--- src/core/drc_defs.svh ---
// Constants for the dynamic RAM array controller: field positions, reset values and timing counts.
`ifndef DRC_DEFS_SVH
`define DRC_DEFS_SVH

`define DRC_HALF_W          6
`define DRC_CELL_ADDR_W     12
`define DRC_ROW_LSB         6
`define DRC_COL_LSB         0
`define DRC_BANK_W          2
`define DRC_MAX_BANKS       4
`define DRC_DATA_W          16
`define DRC_WORD_W          18
`define DRC_PARITY_LSB      16
`define DRC_REFRESH_COL     6'h00
`define DRC_REFRESH_ROW_RST 6'h00
`define DRC_CLK_PERIOD_NS   10
`define DRC_REFRESH_NS      25000
`define DRC_REFRESH_CYC     (`DRC_REFRESH_NS / `DRC_CLK_PERIOD_NS)
`define DRC_ACCESS_NS       350
`define DRC_ACCESS_CYC      ((`DRC_ACCESS_NS + `DRC_CLK_PERIOD_NS - 1) / `DRC_CLK_PERIOD_NS)
`define DRC_SYNC_STAGES     2
`define DRC_TIMER_W         12
`define DRC_PHASE_W         6

`endif

--- src/core/drc_pkg.sv ---
// Types shared by the dynamic RAM array controller.
`include "drc_defs.svh"

package drc_pkg;

    typedef enum logic [6:0] {
        ST_IDLE   = 7'h01,
        ST_ROWADR = 7'h02,
        ST_RAS    = 7'h04,
        ST_COLADR = 7'h08,
        ST_ACCESS = 7'h10,
        ST_DONE   = 7'h20,
        ST_PRE    = 7'h40
    } ctlState_t;

    typedef struct packed {
        logic                          msync;
        logic                          write;
        logic                          present;
        logic [`DRC_BANK_W-1:0]        bank;
        logic [`DRC_CELL_ADDR_W-1:0]   cellAddr;
        logic [`DRC_WORD_W-1:0]        data;
    } hostPins_t;

    typedef struct packed {
        logic [`DRC_MAX_BANKS-1:0]     rasN;
        logic                          casN;
        logic                          csN;
        logic                          writeN;
        logic [`DRC_HALF_W-1:0]        addr;
    } arrayCtl_t;

    typedef struct packed {
        ctlState_t                     state;
        logic [`DRC_TIMER_W-1:0]       refTimer;
        logic                          refPending;
        logic [`DRC_HALF_W-1:0]        refRow;
        logic [`DRC_PHASE_W-1:0]       phase;
        logic                          isRefresh;
        logic                          isWrite;
        logic [`DRC_BANK_W-1:0]        bank;
        logic [`DRC_CELL_ADDR_W-1:0]   cellAddr;
        logic [`DRC_WORD_W-1:0]        wrData;
        logic [`DRC_WORD_W-1:0]        rdData;
        logic                          ssync;
        logic                          dataOe;
        arrayCtl_t                     arr;
        hostPins_t                     pinSync1;
        hostPins_t                     pinSync2;
        logic [`DRC_WORD_W-1:0]        readSync1;
        logic [`DRC_WORD_W-1:0]        readSync2;
    } ctl_t;

endpackage

--- src/core/dynamic_ram_array_control.sv ---
// Strobe sequencer, address multiplexer, data latches and refresh engine for a dynamic RAM array.
`timescale 1ns/1ps
`include "drc_defs.svh"

module dynamic_ram_array_control #(
    parameter int unsigned BANKS       = `DRC_MAX_BANKS,
    parameter bit          PARITY      = 1'b1,
    parameter int unsigned REFRESH_CYC = `DRC_REFRESH_CYC,
    parameter int unsigned ACCESS_CYC  = `DRC_ACCESS_CYC
) (
    input  wire logic                          core_clk,
    input  wire logic                          resetn,
    input  wire logic                          busMsync,
    input  wire logic                          busWrite,
    input  wire logic                          addrPresent,
    input  wire logic [`DRC_BANK_W-1:0]        busBank,
    input  wire logic [`DRC_CELL_ADDR_W-1:0]   busCellAddr,
    input  wire logic [`DRC_WORD_W-1:0]        busDataIn,
    output logic      [`DRC_WORD_W-1:0]        busDataOut,
    output logic                               busDataOe,
    output logic                               busSsync,
    output logic      [`DRC_HALF_W-1:0]        muxedCellAddr,
    output logic      [`DRC_MAX_BANKS-1:0]     rowStrobeN,
    output logic                               colStrobeN,
    output logic                               chipSelN,
    output logic                               writeN,
    output logic      [`DRC_WORD_W-1:0]        arrayWriteLines,
    input  wire logic [`DRC_WORD_W-1:0]        arrayReadLines
);

    // Read data passes a two-stage synchroniser, so the wait after the row strobe covers it too.
    localparam logic [`DRC_PHASE_W-1:0] ACCESS_WAIT = `DRC_PHASE_W'(ACCESS_CYC + `DRC_SYNC_STAGES);
    localparam logic [`DRC_TIMER_W-1:0] TIMER_LOAD  = `DRC_TIMER_W'(REFRESH_CYC - 1);

    drc_pkg::ctl_t q;
    drc_pkg::ctl_t d;

    // Row select for one bank number, or for every bank when all is set, limited to installed banks.
    function automatic logic [`DRC_MAX_BANKS-1:0] bankMask(input logic [`DRC_BANK_W-1:0] bank,
                                                           input logic                   all);
        logic [`DRC_MAX_BANKS-1:0] mask;
        mask = '0;
        for (int i = 0; i < `DRC_MAX_BANKS; i++) begin
            if (i < BANKS && (all || bank == `DRC_BANK_W'(i))) begin
                mask[i] = 1'b1;
            end
        end
        return mask;
    endfunction

    // Without parity the two extra bits are never stored and read back as zero.
    function automatic logic [`DRC_WORD_W-1:0] keepParity(input logic [`DRC_WORD_W-1:0] word);
        logic [`DRC_WORD_W-1:0] result;
        result = word;
        if (!PARITY) begin
            result[`DRC_WORD_W-1:`DRC_PARITY_LSB] = '0;
        end
        return result;
    endfunction

    logic                          reqValid;
    drc_pkg::hostPins_t            pins;

    assign pins     = q.pinSync2;
    assign reqValid = pins.msync && pins.present && (bankMask(pins.bank, 1'b0) != '0);

    always_comb begin
        d = q;

        d.pinSync1.msync    = busMsync;
        d.pinSync1.write    = busWrite;
        d.pinSync1.present  = addrPresent;
        d.pinSync1.bank     = busBank;
        d.pinSync1.cellAddr = busCellAddr;
        d.pinSync1.data     = busDataIn;
        d.pinSync2          = q.pinSync1;
        d.readSync1         = arrayReadLines;
        d.readSync2         = q.readSync1;

        // The timer keeps running during bus cycles; a tick in the cycle a refresh starts still counts.
        if (q.refTimer == '0) begin
            d.refTimer = TIMER_LOAD;
        end else begin
            d.refTimer = q.refTimer - `DRC_TIMER_W'(1);
        end

        case (q.state)
            drc_pkg::ST_IDLE: begin
                d.phase = '0;
                if (q.refPending) begin
                    d.refPending = 1'b0;
                    d.isRefresh  = 1'b1;
                    d.isWrite    = 1'b0;
                    d.arr.csN    = 1'b1;
                    d.arr.writeN = 1'b1;
                    d.arr.addr   = q.refRow;
                    d.state      = drc_pkg::ST_ROWADR;
                end else if (reqValid) begin
                    d.isRefresh  = 1'b0;
                    d.isWrite    = pins.write;
                    d.bank       = pins.bank;
                    d.cellAddr   = pins.cellAddr;
                    d.wrData     = keepParity(pins.data);
                    d.arr.csN    = 1'b0;
                    d.arr.writeN = ~pins.write;
                    d.arr.addr   = pins.cellAddr[`DRC_ROW_LSB +: `DRC_HALF_W];
                    d.state      = drc_pkg::ST_ROWADR;
                end
            end

            drc_pkg::ST_ROWADR: begin
                // Row half has had a full cycle of setup before the strobe falls.
                if (q.isRefresh) begin
                    d.arr.rasN = ~bankMask(q.bank, 1'b1);
                end else begin
                    d.arr.rasN = ~bankMask(q.bank, 1'b0);
                end
                d.state = drc_pkg::ST_RAS;
            end

            drc_pkg::ST_RAS: begin
                d.phase = q.phase + `DRC_PHASE_W'(1);
                if (q.isRefresh) begin
                    d.arr.addr = `DRC_REFRESH_COL;
                end else begin
                    d.arr.addr = q.cellAddr[`DRC_COL_LSB +: `DRC_HALF_W];
                end
                d.state = drc_pkg::ST_COLADR;
            end

            drc_pkg::ST_COLADR: begin
                d.phase    = q.phase + `DRC_PHASE_W'(1);
                d.arr.casN = 1'b0;
                d.state    = drc_pkg::ST_ACCESS;
            end

            drc_pkg::ST_ACCESS: begin
                d.phase = q.phase + `DRC_PHASE_W'(1);
                if (q.phase >= ACCESS_WAIT) begin
                    d.arr.rasN   = '1;
                    d.arr.casN   = 1'b1;
                    d.arr.csN    = 1'b1;
                    d.arr.writeN = 1'b1;
                    if (q.isRefresh) begin
                        d.refRow    = q.refRow + `DRC_HALF_W'(1);
                        d.isRefresh = 1'b0;
                        d.state     = drc_pkg::ST_PRE;
                    end else begin
                        if (!q.isWrite) begin
                            d.rdData = keepParity(q.readSync2);
                        end
                        d.ssync  = 1'b1;
                        d.dataOe = ~q.isWrite;
                        d.state  = drc_pkg::ST_DONE;
                    end
                end
            end

            drc_pkg::ST_DONE: begin
                // Strobes are already high here, so this wait doubles as precharge.
                if (!pins.msync) begin
                    d.ssync  = 1'b0;
                    d.dataOe = 1'b0;
                    d.state  = drc_pkg::ST_PRE;
                end
            end

            drc_pkg::ST_PRE: begin
                d.phase = '0;
                d.state = drc_pkg::ST_IDLE;
            end

            default: begin
                d.arr.rasN   = '1;
                d.arr.casN   = 1'b1;
                d.arr.csN    = 1'b1;
                d.arr.writeN = 1'b1;
                d.ssync      = 1'b0;
                d.dataOe     = 1'b0;
                d.state      = drc_pkg::ST_IDLE;
            end
        endcase

        // A timer tick in the same cycle that a refresh starts is kept, not lost.
        if (q.refTimer == '0) begin
            d.refPending = 1'b1;
        end
    end

    always_ff @(posedge core_clk or negedge resetn) begin
        if (!resetn) begin
            q            <= '0;
            q.state      <= drc_pkg::ST_IDLE;
            q.refTimer   <= TIMER_LOAD;
            q.refRow     <= `DRC_REFRESH_ROW_RST;
            q.arr.rasN   <= '1;
            q.arr.casN   <= 1'b1;
            q.arr.csN    <= 1'b1;
            q.arr.writeN <= 1'b1;
        end else begin
            q <= d;
        end
    end

    // The chips float unselected rows; the controller latches read data in rdData and write data in wrData, and drives every pin from registers.
    assign muxedCellAddr   = q.arr.addr;
    assign rowStrobeN      = q.arr.rasN;
    assign colStrobeN      = q.arr.casN;
    assign chipSelN        = q.arr.csN;
    assign writeN          = q.arr.writeN;
    assign arrayWriteLines = q.wrData;
    assign busDataOut      = q.rdData;
    assign busDataOe       = q.dataOe;
    assign busSsync        = q.ssync;

endmodule

--- config.mk ---
export PLATFORM = sky130hd
export DESIGN_NAME = dynamic_ram_array_control
export DESIGN_NICKNAME = d
export VERILOG_FILES = /design/src/core/drc_pkg.sv /design/src/core/dynamic_ram_array_control.sv
export VERILOG_INCLUDE_DIRS = /design/src /design/src/core
export SDC_FILE = /design/constraint.sdc
export NUM_CORES = 1
export LEC_CHECK = 0
export ABC_AREA = 0
export ABC_CLOCK_PERIOD_IN_PS = 3900
export BUFFER_PORTS_ARGS = -buffer_cell sky130_fd_sc_hd__buf_2
export CORE_ASPECT_RATIO = 0.5
export CORE_UTILIZATION = 40
export CTS_CLUSTER_DIAMETER = 80
export CTS_CLUSTER_SIZE = 20
export DETAILED_ROUTE_END_ITERATION = 6
export SETUP_SLACK_MARGIN = 0.3
export SLEW_MARGIN = 30
export SYNTH_ARGS = -nofsm -noshare
export SYNTH_HDL_FRONTEND = slang
export SYNTH_SLANG_ARGS = --single-unit
--- constraint.sdc ---
create_clock -name core_clk -period 3.9 [get_ports core_clk]
set_input_delay 0.585 -clock core_clk [delete_from_list [all_inputs] [get_ports core_clk]]
set_output_delay 0.585 -clock core_clk [all_outputs]
set_load 0.05 [all_outputs]
==> results.cfg <==
[clocking]
cts.sinks = 199
cts_resized = 0
numCtsBuffers = 17
ctsHtreeMaxLevel = 4
clock_latency_ns = 0.42
root_buffer = clkbuf_16
cts_setup_buffers = 0
cts_tree = built
clk_pin_slew_ns = 0.07
clock_path_buffers = 2
holdBufCountCts = 0

[yosys]
avgSynthCellArea_um2 = 14.1
synth_ff_type = dfrtp_1
synth_cell_types = 51
async_flop_share_pct = 100
yosysTopAreaCell = dfrtp_1
synth_fp_nets = 584
synth_edf_count = 0
synth_area_leaders = dfrtp_1 63%, mux2_2 7.5%, dfstp_2 5.0%
syn_inst = 523
synth.most_common_cell = dfrtp_1
synth_top_area_share_pct = 63.0
synthTopCellsByCount = 185 x dfrtp_1, 49 x mux2_2, 46 x buf_4
yosysWarnings = 0
syn_area_mm2 = 0.00735
synth_seq_cells = 199
yosysSeqAreaShare_pct = 68.0

[pwr]
irDropWorstVdd_mv = 0.311
power_density_mw_per_mm2 = 564
power_leakage_nw = 3.98
total_power_mw = 4.72

[finish]
fill_cells = 1548
antenna_cells = 0
syn_to_final_growth_pct = 13.8
regArea_mm2 = 0.00500
fin_util_pct = 47.4
multi_input_area_mm2 = 0.00187
nNetsFinal = 648
layout-drive-gt1-share_pct = 36.7

[routing]
routedWlPerCell_um = 14.2
drc = 0
first_pass_iters = 5
ant_nets = 0
vias = 3908
drt_wl_total_um = 11900
first_iter_violations = 245
vias_per_cell = 4.69

[worst_setup_path]
required_ns = 4.21
endpoint_kind = flop
critPathArrivalTime_ns = 2.93
cp-start-kind = flop
cp_max_fo = 18
path_class = flop to flop

[floorplanning]
start_util_pct = 41.6
die_area_mm2 = 0.0190
io_pins = 106
core-area_mm2 = 0.0177
fp-row-count = 34
die-height_um = 97.9
die_width_um = 194

[grt]
grtUsageTotal_pct = 13.5
antenna_found_initial = 0
grt_start_max_net_pins = 95
grt_overflow = 0
grt_pass1_vias = 3838
grt_pass1_wl_um = 20100

[sta]
finalWorstSetupSlack_ns = 1.27
finClkSkew_ns = 0.0116
period_needed_ns = 2.63
fmax_mhz = 381
setup_tns_ns = 0
max_slew_margin_pct = 43.8
tightest_slew_ns = 0.835
report.final.slew_viol_count = 0
rsz0062_at_grt = false
finalSetupViolations = 0
timing.final.crit_share_pct = 67.3
finalHoldViolations = 0

[placement]
hpwlAfterDp_um = 7940
pre_cts_slack_ns = 1.30
port_buffers = 105
gp_congestion = 0.855

[job]
drv_cap = 0

[status]
status = finished, final reports clean

[hold_path]
hold_class = primary input to asynchronous set/reset pin
==> power breakdown <==
| part | switching [mW] | total (mW) | leakage, nW | internal, mW |
|---|---|---|---|---|
| clock | 0.826 | 1.70 | 0.282 | 0.871 |
| sequential | 0.0941 | 2.32 | 2.42 | 2.23 |
| combinational | 0.469 | 0.700 | 1.27 | 0.232 |
| total | 1.39 | 4.72 | 3.98 | 3.33 |
==> logic make-up after synthesis <==
| kind of cell | Yosys count | synth area share, % |
|---|---|---|
| DFF | 199 | 68.0 |
| adders and majority gates | 6 | 1.02 |
| xor gates and xnor gates | 20 | 2.38 |
| buffers and inverters | 76 | 6.62 |
| muxes | 62 | 9.96 |
| AOI/OAI and AO/OA | 49 | 4.27 |
| and+or+nand+nor | 111 | 7.75 |
==> placed cells by master, fill, tap and decap left out, drive strengths merged, types with 2 or more instances in the layout <==
cell type	Yosys	routed
nand3	8	8
nor4	7	7
or4	2	2
xor2	6	6
a21oi	4	4
nand2	39	39
buf	52	109
o31ai	3	3
inv	10	17
xnor2	14	14
dfstp	14	14
o211ai	2	2
ha	6	6
clkinv	1	6
mux2i	3	3
o2111ai	2	2
clkbuf	13	20
o21ai	23	23
nor2	19	19
nand2b	5	5
nor3	11	11
nand4	4	4
and2	3	3
and3	5	5
nand4b	2	2
mux2	59	59
a2bb2oi	5	5
dfrtp	185	185
==> worst paths after layout <==
| check | to | from | slack, ns | cells past startpoint |
|---|---|---|---|---|
| min in group core_clk | d[55] | busCellAddr[1] | 0.26 | 1 |
| max reg2reg | busDataOut[6] | q[200] | 1.27 | 5 |
| max in group asynchronous | q[14] | resetn | 2.78 | 2 |
| max | busDataOut[6] | q[200] | 1.27 | 5 |
| min | d[6] | resetn | 0.21 | 1 |
| min reg2reg | pins[31] | d[67] | 0.34 | 0 |
==> routing by layer <==
layer  track usage, %  up-vias  wire length [um]
met3             3.52        6               502
met1             19.6     1970              5970
li1                 -     1855                 -
met5                0        -                 0
met2             19.9       77              5310
met4             4.43        0                70
==> area by class of cell <==
cell class | instances | area share, %
tap | 234 | 3.50
timing repair buffer | 110 | 6.99
multi-input combinational | 248 | 22.4
sequential | 199 | 59.7
clock inverter | 13 | 1.60
clock buffer | 19 | 5.30
inverter | 11 | 0.494
==> flip-flops by register name (all words and copies together), names as in the netlist, 4 cells and up <==
signal           flops
busDataOut          18
rowStrobeN           4
arrayWriteLines     18
pins                35
muxedCellAddr        6
d                   53
q                   60
==> critical path, stage by stage (launching register included) <==
cell and delay (ns):
dfrtp_1 0.50, or3_4 0.47, or4_4 0.55, nor4b_4 0.26
buf_4 0.34, mux2_2 0.38
==> stage by stage <==
step,hold slack [ns],instance area [um^2],instances
after floorplan,0.289,7350,523
after global placement,0.331,7790,802
after detailed placement,0.335,7790,802
after CTS,0.239,8360,834
after global routing,0.234,8360,834
final,0.212,8360,834
No activity file was read; power rests on OpenSTA's default activity.
